### src/include/mssp_regs.vh
// Register addresses, commands and timing counts for the motion serial port
`ifndef MSSP_REGS_VH
`define MSSP_REGS_VH
`define MSSP_ADDR_MOTION    7'h02
`define MSSP_ADDR_DX        7'h03
`define MSSP_ADDR_DY        7'h04
`define MSSP_ADDR_SQUAL     7'h05
`define MSSP_ADDR_SHUT_HI   7'h06
`define MSSP_ADDR_SHUT_LO   7'h07
`define MSSP_ADDR_PEAK      7'h08
`define MSSP_ADDR_PUP_RST   7'h3a
`define MSSP_ADDR_BURST     7'h42
`define MSSP_PUP_RST_KEY    8'h5a
`define MSSP_BURST_BYTES    3'd7
`define MSSP_CLK_MHZ        100
// Downshift delays and rest-level check periods, in microseconds
`define MSSP_DS1_US         237000
`define MSSP_DS2_US         8400000
`define MSSP_DS3_US         504000000
`define MSSP_CHK1_US        16500
`define MSSP_CHK2_US        82000
`define MSSP_CHK3_US        410000
`define MSSP_DS1_CYC        (64'd1 * `MSSP_DS1_US * `MSSP_CLK_MHZ)
`define MSSP_DS2_CYC        (64'd1 * `MSSP_DS2_US * `MSSP_CLK_MHZ)
`define MSSP_DS3_CYC        (64'd1 * `MSSP_DS3_US * `MSSP_CLK_MHZ)
`define MSSP_CHK1_CYC       (64'd1 * `MSSP_CHK1_US * `MSSP_CLK_MHZ)
`define MSSP_CHK2_CYC       (64'd1 * `MSSP_CHK2_US * `MSSP_CLK_MHZ)
`define MSSP_CHK3_CYC       (64'd1 * `MSSP_CHK3_US * `MSSP_CLK_MHZ)
`endif

### src/hdl/mssp_port.v
// Serial slave port, motion flag and rest-level sequencing
`include "mssp_regs.vh"

// Overview of operation
// - Downshift through three rest levels by idle time
// - Check motion at each rest level's period
// - Motion pin low while moved flag set
// - Clear flag on both deltas read or write
// - Deselected: ignore inputs, release data out
// - Select rising mid-transfer aborts, port resets
// - Write: address byte with msb one, data
// - Read: address msb zero, device returns byte
// - Sample input rising, change output falling
// - Output bit held until next falling edge
// - Burst read at 0x42 streams seven bytes
// - Burst may end any time after X
// - Burst values latched at last address bit
// - After burst refuse all until deselect
// - Full reset only on 0x5a to 0x3a
module mssp_port #(
  parameter [63:0] DS1_CYC  = `MSSP_DS1_CYC,
  parameter [63:0] DS2_CYC  = `MSSP_DS2_CYC,
  parameter [63:0] DS3_CYC  = `MSSP_DS3_CYC,
  parameter [63:0] CHK1_CYC = `MSSP_CHK1_CYC,
  parameter [63:0] CHK2_CYC = `MSSP_CHK2_CYC,
  parameter [63:0] CHK3_CYC = `MSSP_CHK3_CYC
) (
  // Clock and reset
  input  wire       clk_sys,
  input  wire       rst_n,
  // Serial pins
  input  wire       port_select_low,
  input  wire       ser_clk,
  input  wire       ser_din,
  output reg        ser_dout,
  output reg        ser_dout_oe,
  // Motion sensing core
  input  wire       motion_event,
  input  wire [7:0] motion_dx,
  input  wire [7:0] motion_dy,
  input  wire [7:0] squal,
  input  wire [15:0] shutter,
  input  wire [7:0] peak_pixel,
  // Status and control
  output reg        motion_low,
  output reg  [1:0] rest_level,
  output reg        motion_check,
  output reg        core_reset,
  output reg        cfg_wr,
  output reg  [6:0] cfg_addr,
  output reg  [7:0] cfg_data
);

  //--------------------------------------------------------------
  // Pin synchronisers and edge detection
  //--------------------------------------------------------------
  reg [1:0] cs_s_q, sck_s_q, din_s_q;
  reg       sck_d1_q;
  wire      sel     = ~cs_s_q[1];
  wire      sck_r   = sel & sck_s_q[1] & ~sck_d1_q;
  wire      sck_f   = sel & ~sck_s_q[1] & sck_d1_q;

  // Two flops per pin; only the second stage feeds logic
  always @(posedge clk_sys or negedge rst_n) begin
    if (!rst_n) begin
      cs_s_q   <= 2'h3;
      sck_s_q  <= 2'h3;
      din_s_q  <= 2'h0;
      sck_d1_q <= 1'b1;
    end else begin
      cs_s_q   <= {cs_s_q[0], port_select_low};
      sck_s_q  <= {sck_s_q[0], ser_clk};
      din_s_q  <= {din_s_q[0], ser_din};
      sck_d1_q <= sck_s_q[1];
    end
  end

  //--------------------------------------------------------------
  // Serial transaction engine
  //--------------------------------------------------------------
  localparam [3:0] ST_ADDR = 4'h1, ST_WDAT = 4'h2, ST_RDAT = 4'h4,
                   ST_LOCK = 4'h8;

  reg [3:0]  st_q;
  reg [2:0]  bit_q;
  reg [2:0]  bidx_q;     // burst byte index
  reg [7:0]  sh_q;       // input shift
  reg [7:0]  tx_q;       // output shift
  reg [6:0]  addr_q;
  reg        burst_q;
  reg        oe_arm_q;
  reg [55:0] bbuf_q;     // burst snapshot, first byte in top
  reg [7:0]  dx_q, dy_q;
  reg        moved_flag, dx_rd_q, dy_rd_q;
  wire [7:0] sh_in = {sh_q[6:0], din_s_q[1]};

  // Register read mux; unmapped addresses read zero
  function [7:0] rd_mux;
    input [6:0] a;
    begin
      case (a)
        `MSSP_ADDR_MOTION:  rd_mux = {moved_flag, 7'h00};
        `MSSP_ADDR_DX:      rd_mux = dx_q;
        `MSSP_ADDR_DY:      rd_mux = dy_q;
        `MSSP_ADDR_SQUAL:   rd_mux = squal;
        `MSSP_ADDR_SHUT_HI: rd_mux = shutter[15:8];
        `MSSP_ADDR_SHUT_LO: rd_mux = shutter[7:0];
        `MSSP_ADDR_PEAK:    rd_mux = peak_pixel;
        default:            rd_mux = 8'h00;
      endcase
    end
  endfunction

  wire addr_done = (st_q == ST_ADDR) & sck_r & (bit_q == 3'd7);
  wire wr_done   = (st_q == ST_WDAT) & sck_r & (bit_q == 3'd7);
  wire rd_byte   = (st_q == ST_RDAT) & sck_r & (bit_q == 3'd7);
  wire wr_motion = wr_done & (addr_q == `MSSP_ADDR_MOTION);

  // Deselect aborts everything; counters restart on every select
  always @(posedge clk_sys or negedge rst_n) begin
    if (!rst_n) begin
      st_q <= ST_ADDR; bit_q <= 3'd0; bidx_q <= 3'd0;
      sh_q <= 8'h00; tx_q <= 8'h00; addr_q <= 7'h00;
      burst_q <= 1'b0; oe_arm_q <= 1'b0; bbuf_q <= 56'h0;
      ser_dout <= 1'b0; ser_dout_oe <= 1'b0;
      cfg_wr <= 1'b0; cfg_addr <= 7'h00; cfg_data <= 8'h00;
      core_reset <= 1'b0; dx_rd_q <= 1'b0; dy_rd_q <= 1'b0;
    end else begin
      cfg_wr     <= 1'b0;
      core_reset <= 1'b0;
      if (!sel) begin
        st_q <= ST_ADDR;
        bit_q <= 3'd0;
        bidx_q <= 3'd0;
        burst_q <= 1'b0;
        oe_arm_q <= 1'b0;
        ser_dout_oe <= 1'b0;
      end else begin
        if (sck_r)
          sh_q <= sh_in;
        if (sck_r && st_q != ST_LOCK)
          bit_q <= bit_q + 3'd1;
        // Data changes only on falling edges and stands until the next
        if (sck_f && oe_arm_q) begin
          ser_dout_oe <= 1'b1;
          ser_dout    <= tx_q[7];
          tx_q        <= {tx_q[6:0], 1'b0};
        end
        case (st_q)
          ST_ADDR: if (addr_done) begin
            addr_q <= sh_in[6:0];
            if (sh_in[7]) begin
              st_q <= ST_WDAT;
            end else begin
              st_q <= ST_RDAT;
              oe_arm_q <= 1'b1;
              if (sh_in[6:0] == `MSSP_ADDR_BURST) begin
                burst_q <= 1'b1;
                // Snapshot so bytes run back to back at full rate
                bbuf_q <= {moved_flag, 7'h00, dx_q, dy_q, squal,
                           shutter, peak_pixel};
                tx_q <= {moved_flag, 7'h00};
                bidx_q <= 3'd1;
              end else begin
                tx_q <= rd_mux(sh_in[6:0]);
              end
            end
          end
          ST_WDAT: if (wr_done) begin
            st_q <= ST_ADDR;
            cfg_wr <= 1'b1;
            cfg_addr <= addr_q;
            cfg_data <= sh_in;
            if (addr_q == `MSSP_ADDR_PUP_RST &&
                sh_in == `MSSP_PUP_RST_KEY)
              core_reset <= 1'b1;
          end
          ST_RDAT: if (rd_byte) begin
            if (burst_q) begin
              if (bidx_q == `MSSP_BURST_BYTES) begin
                st_q <= ST_LOCK;
              end else begin
                tx_q <= bbuf_q[55 - 8*bidx_q -: 8];
                bidx_q <= bidx_q + 3'd1;
              end
              // Early ending after X is harmless: state resets
              if (bidx_q == 3'd2) dx_rd_q <= 1'b1;
              if (bidx_q == 3'd3) dy_rd_q <= 1'b1;
            end else begin
              st_q <= ST_ADDR;
              oe_arm_q <= 1'b0;
              if (addr_q == `MSSP_ADDR_DX) dx_rd_q <= 1'b1;
              if (addr_q == `MSSP_ADDR_DY) dy_rd_q <= 1'b1;
            end
          end
          ST_LOCK: oe_arm_q <= 1'b0;
          default: st_q <= ST_ADDR;
        endcase
      end
      if (wr_motion || (dx_rd_q && dy_rd_q) || core_reset) begin
        dx_rd_q <= 1'b0;
        dy_rd_q <= 1'b0;
      end
    end
  end

  //--------------------------------------------------------------
  // Displacement accumulation and moved flag
  //--------------------------------------------------------------
  wire clr_motion = wr_motion | (dx_rd_q & dy_rd_q) | core_reset;

  // A new event in the clearing cycle survives: set wins
  always @(posedge clk_sys or negedge rst_n) begin
    if (!rst_n) begin
      dx_q <= 8'h00; dy_q <= 8'h00; moved_flag <= 1'b0;
      motion_low <= 1'b1;
    end else begin
      if (motion_event) begin
        dx_q <= (clr_motion ? 8'h00 : dx_q) + motion_dx;
        dy_q <= (clr_motion ? 8'h00 : dy_q) + motion_dy;
        moved_flag <= 1'b1;
      end else if (clr_motion) begin
        dx_q <= 8'h00; dy_q <= 8'h00;
        moved_flag <= 1'b0;
      end
      motion_low <= ~(motion_event | (moved_flag & ~clr_motion));
    end
  end

  //--------------------------------------------------------------
  // Rest-level downshift and motion check timing
  //--------------------------------------------------------------
  reg [63:0] idle_q, chk_q;
  wire [63:0] chk_per = (rest_level == 2'd1) ? CHK1_CYC :
                        (rest_level == 2'd2) ? CHK2_CYC : CHK3_CYC;

  // Level 0 is run; idle time since last motion picks the level
  always @(posedge clk_sys or negedge rst_n) begin
    if (!rst_n) begin
      idle_q <= 64'h0; chk_q <= 64'h0;
      rest_level <= 2'd0; motion_check <= 1'b0;
    end else begin
      motion_check <= 1'b0;
      if (motion_event || core_reset) begin
        idle_q <= 64'h0;
        rest_level <= 2'd0;
        chk_q <= 64'h0;
      end else begin
        idle_q <= idle_q + 64'h1;
        if (rest_level == 2'd0 && idle_q >= DS1_CYC)
          rest_level <= 2'd1;
        else if (rest_level == 2'd1 && idle_q >= DS1_CYC + DS2_CYC)
          rest_level <= 2'd2;
        else if (rest_level == 2'd2 &&
                 idle_q >= DS1_CYC + DS2_CYC + DS3_CYC)
          rest_level <= 2'd3;
        if (rest_level != 2'd0) begin
          if (chk_q + 64'h1 >= chk_per) begin
            chk_q <= 64'h0;
            motion_check <= 1'b1;
          end else begin
            chk_q <= chk_q + 64'h1;
          end
        end
      end
    end
  end

endmodule // mssp_port

### config.mk
export PLATFORM = sky130hd
export DESIGN_NAME = mssp_port
export DESIGN_NICKNAME = d
export VERILOG_FILES = /design/src/hdl/mssp_port.v
export VERILOG_INCLUDE_DIRS = /design/src /design/src/include
export SDC_FILE = /design/constraint.sdc
export NUM_CORES = 1
export LEC_CHECK = 0
export CORE_AREA = 2 2 161 163
export CTS_CLUSTER_SIZE = 28
export DETAILED_ROUTE_END_ITERATION = 8
export DIE_AREA = 0 0 163 165
export DONT_BUFFER_PORTS = 1
export PLACE_DENSITY = 0.79
export SLEW_MARGIN = 20
export SYNTH_ARGS = -nofsm -noshare
export SYNTH_HDL_FRONTEND = slang
export SYNTH_SLANG_ARGS = --single-unit
### constraint.sdc
create_clock -name clk_sys -period 6.58 [get_ports clk_sys]
set_clock_uncertainty 0.05 [all_clocks]
set_input_delay 0.987 -clock clk_sys [delete_from_list [all_inputs] [get_ports clk_sys]]
set_output_delay 0.987 -clock clk_sys [all_outputs]
set_load 0.005 [all_outputs]
==> results of run 1 <==
[registers in the layout, indices dropped and copies added (netlist names), 3 cells and up]
register and cells:
bit_q 3, sh_q 7, cfg_addr 7, st_q 4, cfg_data 8, tx_q 8, idle_q 64, dx_q 8
bidx_q 3, chk_q 64, bbuf_q 49, addr_q 7, dy_q 8
[final cells by class]
type                       count  area (sq um)  area share [%]
inverter                      48           180            1.14
sequential                   260          6520            41.2
timing repair buffer          13          97.6           0.617
clock buffer                  40           797            5.04
clock inverter                12           166            1.05
tap                          330           413            2.61
multi-input combinational   1079          7650            48.4
[per-layer routing]
metal / part of all wire [%] / GRT usage (%)
met1: 43 / 36.5
met2: 47 / 41.0
met3: 7.7 / 5.55
met4: 2.8 / 9.29
met5: 0.046 / 0
[stage by stage]
step	instances	util, %
after CTS	1782	63.2
after floorplan	1465	-
after global placement	1730	59.3
after global routing	1782	63.2
after detailed placement	1730	59.3
final	1782	63.2
[placed cells by master (no fill, tap or decap), types with 5 or more instances in the layout]
master and count:
a221o_1 5, o211ai_1 7, o21ai_0 37, o22ai_1 6, xor2_1 56, or3_1 25, inv_1 48, mux2i_1 19
ha_1 37, nand3b_1 6, and3_1 57, a21oi_1 59, nand2_1 95, nor2_1 138, nor2b_1 6, nor4b_1 7
and2_1 18, mux4_2 15, dfstp_2 7, nor4_1 35, dfrtp_1 253, clkbuf_16 29, and4_1 13, nand4_1 49
mux2_2 95, or4_1 7, o41ai_1 14, a22oi_1 6, nand2b_1 7, o21bai_1 8, a21o_1 22, a22o_1 12
xnor2_1 43, nand3_1 76, nor3_1 22, buf_4 13, clkbuf_1 8
[worst paths after layout]
path / end / depth (start not counted) / slack [ns]
max in group asynchronous: chk_q[55] / 0 / 5.93
worst max-delay path: chk_q[23] / 14 / 1.42
min in group clk_sys: din_s_q[1] / 0 / 0.30
worst max register to register: chk_q[23] / 14 / 1.42
worst min register to register: din_s_q[1] / 0 / 0.30
worst min-delay path: chk_q[60] / 0 / 0.07
[report_power, final]
part	total, uW	switching (uW)	internal [uW]
sequential	1790	111	1680
combinational	500	237	263
clock	1640	670	969
total	3930	1020	2910
[cell families (layout without fill, tap and decap cells)]
| group | Yosys count | count (layout) | synth area share, % |
|---|---|---|---|
| and+or+nand+nor | 588 | 588 | 21.3 |
| buffers and inverters | 126 | 113 | 3.50 |
| adders and majority gates | 39 | 39 | 3.43 |
| AOI/OAI and AO/OA | 224 | 224 | 10.5 |
| muxes | 129 | 129 | 10.9 |
| xor gates and xnor gates | 99 | 99 | 5.91 |
| DFF | 260 | 260 | 44.4 |
==> results.py, run 1 <==
metrics = {
    "pwr": {
        "ir_drop_v": 0.000237,
        "power_uw": 3930,
        "power.density_mw_per_mm2": 248,
        "p_leak_uw": 0.00709,
    },
    "finish": {
        "drive_gt1_share_pct": 13.6,
        "diodes": 0,
        "nFillCells": 2010,
        "nNetsFinal": 1524,
        "fin_area_sq_mm": 0.0158,
        "area_growth_pct": 7.87,
    },
    "clock_network": {
        "clkLatencyLatePin_ns": 0.56,
        "numCtsBuffers": 29,
        "cts-htree-levels": 1,
        "clk_pin_slew_ns": 0.06,
        "cts_hold_buffers": 0,
        "cts_tree": "built",
        "clock_path_buffers": 3,
        "cts_root_buf": "clkbuf_16",
        "ctsResizeCount": 0,
        "numClockSinks": 260,
        "post_cts_buffers": 0,
    },
    "placement": {
        "dp_hpwl_um": 23200,
        "io_buffer_count": 0,
        "placed_area_sq_mm": 0.0149,
        "post-place-ws_ns": 1.51,
        "gp_congestion": 0.914,
    },
    "logic_synthesis": {
        "synth_async_sr_flop_share_pct": 100,
        "avgSynthCellArea_sq_um": 10.0,
        "ys_seq_elements": 260,
        "synthFlopType": "dfrtp_1",
        "synth_area_sq_mm": 0.0147,
        "syn_inst": 1465,
        "syn_nets": 1558,
        "yosysMostFrequentCell": "dfrtp_1",
        "ys_types": 79,
        "synth_edf_count": 0,
        "ys_warn_count": 0,
        "synth.largest_area_cell": "dfrtp_1",
        "synthTopCellsByArea": "dfrtp_1 43%, mux2_2 7.3%, nor2_1 3.6%",
        "synth_top_area_share_pct": 43.2,
        "synth_common_cells": "253 x dfrtp_1, 139 x nor2_1, 95 x mux2_2, 95 x nand2_1, 76 x nand3_1",
        "ys_seq_area_share_pct": 44.4,
    },
    "setup_path": {
        "cp_max_fo": 32,
        "slowest_stage": "or4_4",
        "critical-path-top-delay-family": "simple AND/OR/NAND/NOR gates",
        "worstReg2RegStart": "chk_q[3]",
        "crit_path_frequent_cell": "or4_1",
        "setup.worst_path.start": "chk_q[3]",
        "crit_buf_inv": 1,
        "start_kind": "flip-flop",
        "crit_chain": "nand4_2, or4_4, nor3_2, xnor2_1, ha_1, a21oi_1, o21ai_0, a221oi_1, o211ai_1, or4_1, or4_1, buf_4, nor4_4, a22o_1",
        "cpPeakStageDelay_ns": 0.70,
        "arrival_ns": 5.60,
        "required_ns": 7.02,
        "worstSetupPathType": "reg -> reg",
        "critical_path.endpoint_type": "flip-flop",
    },
    "die": {
        "start_util_pct": 58.6,
        "dieWidth_um": 163,
        "die_h_um": 165,
        "io_pins": 77,
        "rows": 58,
        "floorplan.die_area_sq_mm": 0.0269,
        "core_sq_mm": 0.0250,
    },
    "global_routing": {
        "first_global_vias": 11200,
        "grt_pass1_wl_um": 57400,
        "grt_overflow_total": 0,
        "track_usage_pct": 26.2,
        "grt_max_degree": 261,
        "antenna_found_initial": 1,
    },
    "drt": {
        "vias_per_cell": 6.43,
        "drt_iter0_drc": 984,
        "wire_per_inst_um": 19.6,
        "drc": 0,
        "dr.pass1.iters": 5,
        "vias": 11500,
        "wl_um": 34900,
        "detail-route-antenna-nets": 0,
    },
    "sta": {
        "fmax_mhz": 194,
        "setup_viol": 0,
        "setup_tns_ns": 0,
        "setup_slack_ns": 1.42,
        "max-slew-margin-rel_pct": 30.9,
        "post-route-period-util_pct": 78.5,
        "worstMarginPinSlew_ns": 1.03,
        "hold_violations": 0,
        "drv_slew": 0,
        "holdWs_ns": 0.0685,
        "rsz0062_at_grt": "no",
        "finalCriticalPeriod_ns": 5.16,
    },
    "flow_run": {
        "drv_cap": 0,
    },
    "hold_path": {
        "hp-class": "in -> async",
    },
    "outcome": {
        "status": "finished clean",
    },
}
(Power assumes the default switching activity.)
==> run 2: changes to the inputs <==
clock period = 4.95 ns   (was 6.58 ns; I/O delays follow)
==> results.py, run 2 (synthesis results as in run 1) <==
metrics = {
    "finish": {
        "final_core_util_pct": 63.2,
        "fin_area_sq_mm": 0.0158,
        "drive_gt1_share_pct": 14.1,
        "nNetsFinal": 1532,
        "final_common_cell": "dfrtp_1",
        "area_growth_pct": 7.83,
        "top_regs": "chk_q (64), idle_q (64), bbuf_q (49)",
        "layout_common_cells": "253 x dfrtp_1, 138 x nor2_1, 95 x nand2_1, 95 x mux2_2, 76 x nand3_1",
    },
    "pwr": {
        "ir_drop_v": 0.000407,
        "power.density_mw_per_mm2": 321,
        "power_uw": 5080,
        "p_leak_uw": 0.00711,
    },
    "drt": {
        "drc": 0,
        "detail-route-antenna-nets": 0,
        "vias": 11300,
        "dr.pass1.iters": 5,
        "drt_iter0_drc": 1015,
        "wl_um": 34500,
        "vias_per_cell": 6.29,
        "wire_per_inst_um": 19.3,
    },
    "clock_network": {
        "cts_tree": "built",
        "numClockSinks": 260,
        "clk_pin_slew_ns": 0.06,
        "clkLatencyLatePin_ns": 0.55,
        "cts-htree-levels": 1,
        "cts_root_buf": "clkbuf_16",
        "ctsResizeCount": 0,
        "clock_path_buffers": 3,
        "numCtsBuffers": 27,
    },
    "setup_path": {
        "arrival_ns": 5.10,
        "crit_path_frequent_cell": "or4_1",
        "slowest_stage": "or4_1",
        "critical-path-top-delay-family": "simple AND/OR/NAND/NOR gates",
        "cp_max_fo": 10,
        "r2r_setup_slack_ns": 0.28,
        "cp_num_cells": 13,
        "worstReg2RegStart": "chk_q[8]",
        "required_ns": 5.38,
        "worstSetupPathType": "reg -> reg",
        "cpPeakStageDelay_ns": 0.77,
        "crit_buf_inv": 0,
        "reg2reg_depth": 13,
        "start_kind": "flip-flop",
        "critical_path.endpoint_type": "flip-flop",
        "crit_chain": "nand4_1, or4_4, nor3_2, xnor2_1, ha_1, a21oi_1, o21ai_0, a221oi_1, o211ai_1, or4_1, or4_1, nor4_4, a22o_1",
        "timing.rr.end": "chk_q[8]",
    },
    "global_routing": {
        "grt_pass1_wl_um": 57400,
        "track_usage_pct": 26.2,
        "first_global_vias": 11300,
        "grt_overflow_total": 0,
        "grt_max_degree": 261,
        "antenna_found_initial": 3,
    },
    "die": {
        "start_util_pct": 58.6,
        "rows": 58,
        "core_sq_mm": 0.0250,
        "floorplan.die_area_sq_mm": 0.0269,
        "io_pins": 77,
        "die_h_um": 165,
        "dieWidth_um": 163,
    },
    "sta": {
        "max-slew-margin-rel_pct": 34.0,
        "rsz0062_at_grt": "no",
        "setup_tns_ns": 0,
        "finalCriticalPeriod_ns": 4.67,
        "worstMarginPinSlew_ns": 0.990,
        "fmax_mhz": 214,
        "setup_viol": 0,
        "hold_violations": 179,
        "drv_slew": 0,
        "post-route-period-util_pct": 94.4,
        "holdWs_ns": -0.159,
    },
    "placement": {
        "placed_area_sq_mm": 0.0149,
        "io_buffer_count": 0,
        "dp_hpwl_um": 23100,
        "gp_congestion": 0.892,
    },
    "outcome": {
        "violations": "negative hold slack",
        "status": "complete, but fails checks",
    },
    "hold_path": {
        "hp-class": "in -> async",
    },
    "flow_run": {
        "drv_cap": 0,
    },
}
[run 2: per-stage QoR]
stage | hold slack (ns) | setup slack [ns] | std cells
3_3_place_gp | 0.282 | 0.399 | 1740
6_report | -0.159 | 0.278 | 1791
4_1_cts | -0.161 | 0.303 | 1788
3_5_place_dp | 0.285 | 0.327 | 1740
2_1_floorplan | 0.281 | 0.552 | 1465
5_1_grt | -0.177 | 0.00957 | 1789
[run 2: timing repair]
| item | 4_1_cts | 5_1_grt |
|---|---|---|
| setup buffers | 0 | 0 |
| endpoints found under the setup margin | 0 | 0 |
| endpoints found under the hold margin | 253 | 253 |
[run 2: power by group]
group          internal [uW]  total, uW  switching [uW]  leakage (uW)
clock network           1160       2010             847      0.000431
registers               2230       2380             152       0.00349
logic                    352        686             334       0.00319
total                   3750       5080            1330       0.00711
[run 2: cell type report]
type	instances	area [sq um]
timing repair buffer	23	173
sequential	260	6520
multi-input combinational	1079	7650
inverter	48	180
tap	330	413
clock buffer	41	798
fill	1996	9220
antenna	3	7.51
clock inverter	7	77.6
[run 2: worst reg2reg max path: stages (launching register included)]
cell,delay (ns)
dfrtp_1,0.45
nand4_1,0.22
or4_4,0.64
nor3_2,0.24
xnor2_1,0.10
ha_1,0.20
a21oi_1,0.10
o21ai_0,0.10
a221oi_1,0.22
o211ai_1,0.12
or4_1,0.46
or4_1,0.77
nor4_4,0.71
a22o_1,0.24
[run 2: how the worst max path moves through the flow]
| stage | startpoint | to | slack (ns) |
|---|---|---|---|
| global route | chk_q[8] | chk_q[23] | 0.01 |
| finish | chk_q[8] | chk_q[8] | 0.28 |
| detailed placement | chk_q[8] | chk_q[23] | 0.33 |
| floorplan | chk_q[3] | chk_q[4] | 0.55 |
| global placement | chk_q[8] | chk_q[23] | 0.40 |
| CTS | chk_q[8] | chk_q[8] | 0.30 |
[run 2: layer usage]
layer / vias up / global-route usage [%] / wire length, um
li1: 5300 / - / -
met4: 2 / 8.21 / 737
met3: 66 / 5.30 / 2420
met1: 5571 / 36.4 / 15300
met5: - / 0 / 16
met2: 326 / 41.6 / 16100
==> run 3: changes to the inputs <==
MAX_ROUTING_LAYER = met4   (was not set)
PLACE_DENSITY = 0.83   (was 0.79)
==> results.py, run 3 (synthesis results as in run 1) <==
metrics = {
    "hold_path": {
        "hp-class": "in -> async",
    },
    "global_routing": {
        "first_global_vias": 11200,
        "grt_overflow_total": 0,
        "track_usage_pct": 27.1,
        "grt_max_degree": 261,
        "grt_pass1_wl_um": 57400,
        "antenna_found_initial": 0,
    },
    "clock_network": {
        "cts-htree-levels": 1,
        "cts_tree": "built",
        "cts_root_buf": "clkbuf_16",
        "clkLatencyLatePin_ns": 0.56,
        "clk_pin_slew_ns": 0.06,
        "numClockSinks": 260,
        "numCtsBuffers": 28,
        "clock_path_buffers": 3,
    },
    "setup_path": {
        "arrival_ns": 4.95,
        "start_kind": "flip-flop",
        "cp_max_fo": 17,
        "required_ns": 5.38,
        "worstReg2RegStart": "chk_q[0]",
        "crit_chain": "ha_1, nand3_1, nor4_1, buf_4, nand3_1, nor2_1, xor2_1, ha_1, a21oi_1, and3b_1, o2111ai_1, o21ai_0, and4b_1, buf_4, or4_4, o21ai_2",
        "slowest_stage": "dfrtp_1",
        "r2r_setup_slack_ns": 0.43,
        "setup.worst_path.start": "chk_q[0]",
        "worstSetupPathType": "reg -> reg",
        "cpPeakStageDelay_ns": 0.47,
        "critical_path.endpoint_type": "flip-flop",
    },
    "sta": {
        "setup_tns_ns": 0,
        "setup_viol": 0,
        "fmax_mhz": 221,
        "post-route-period-util_pct": 91.4,
        "drv_slew": 0,
        "hold_violations": 253,
        "worstMarginPinSlew_ns": 0.936,
        "rsz0062_at_grt": "no",
        "holdWs_ns": -0.145,
        "finalCriticalPeriod_ns": 4.52,
        "max-slew-margin-rel_pct": 37.6,
    },
    "pwr": {
        "power.density_mw_per_mm2": 332,
        "power_uw": 5290,
        "p_leak_uw": 0.00717,
        "ir_drop_v": 0.000406,
    },
    "drt": {
        "drt_iter0_drc": 1151,
        "vias_per_cell": 6.38,
        "vias": 11400,
        "wire_per_inst_um": 19.6,
        "detail-route-antenna-nets": 0,
        "drc": 0,
        "wl_um": 35100,
        "dr.pass1.iters": 5,
    },
    "placement": {
        "dp_hpwl_um": 23400,
        "placedCellCount": 1739,
        "io_buffer_count": 0,
        "gp_congestion": 0.926,
    },
    "die": {
        "start_util_pct": 58.6,
        "rows": 58,
        "floorplan.die_area_sq_mm": 0.0269,
        "die_h_um": 165,
        "dieWidth_um": 163,
        "io_pins": 77,
        "core_sq_mm": 0.0250,
    },
    "finish": {
        "fin_cells": 1792,
        "drive_gt1_share_pct": 14.4,
        "top_regs": "chk_q (64), idle_q (64), bbuf_q (49)",
        "layout_common_cells": "253 x dfrtp_1, 138 x nor2_1, 95 x nand2_1, 95 x mux2_2, 76 x nand3_1",
        "nNetsFinal": 1534,
        "final_core_util_pct": 63.7,
        "area_growth_pct": 8.68,
        "diodes": 0,
        "final_common_cell": "dfrtp_1",
    },
    "outcome": {
        "status": "complete, but fails checks",
        "violations": "negative hold slack",
    },
    "flow_run": {
        "drv_cap": 0,
    },
}
[run 3: layer usage]
metal  vias to the layer above  global-route usage (%)  wire, um
li1                       5323                       -         -
met5                         -                       -         0
met3                        81                    4.60      2420
met2                       412                    42.9     16900
met4                         0                    7.32       796
met1                      5611                    36.6     15000
[run 3: path summary, 6_finish.rpt]
kind,to,cells past startpoint
worst max-delay path,chk_q[4],16
worst min-delay path,idle_q[17],0
worst max register to register,chk_q[4],16
worst min register to register,din_s_q[1],0
max in group asynchronous,st_q[0],0
min in group clk_sys,cs_s_q[0],0
[run 3: worst max-delay path: cells and delay by family (launching register included)]
| family | cells | cell delay (ns) |
|---|---|---|
| simple gates | 7 | 1.94 |
| compound gates | 4 | 0.62 |
| fa+ha+maj | 2 | 0.59 |
| buf+inv | 2 | 0.53 |
| flops | 1 | 0.47 |
| xor+xnor | 1 | 0.23 |
[run 3: power by group]
group	switching [uW]	total (uW)	internal (uW)
clock network	874	2230	1360
logic	331	681	350
registers	148	2380	2230
[run 3: area by class of cell]
cell class | instances | area, sq um
repair buffers | 24 | 180
clock buffers | 41 | 820
well taps | 330 | 413
inverters | 48 | 180
multi-input cells | 1079 | 7650
fillers | 1924 | 9100
clock inverters | 10 | 180
flip-flops and latches | 260 | 6520
[run 3: metrics by stage]
| stage | worst slack [ns] | cell area, sq um |
|---|---|---|
| 2_1_floorplan | 0.552 | 14700 |
| 3_3_place_gp | 0.427 | 14900 |
| 3_5_place_dp | 0.335 | 14900 |
| 4_1_cts | 0.338 | 15900 |
| 5_1_grt | 0.0884 | 15900 |
| 6_report | 0.427 | 15900 |
[run 3: what timing repair did]
| item | CTS | global route |
|---|---|---|
| gates resized for setup | 0 | 0 |
| hold endpoints to repair | 253 | 253 |
| buffers inserted | 0 | 2 |
| endpoints found under the setup margin | 0 | 10 |
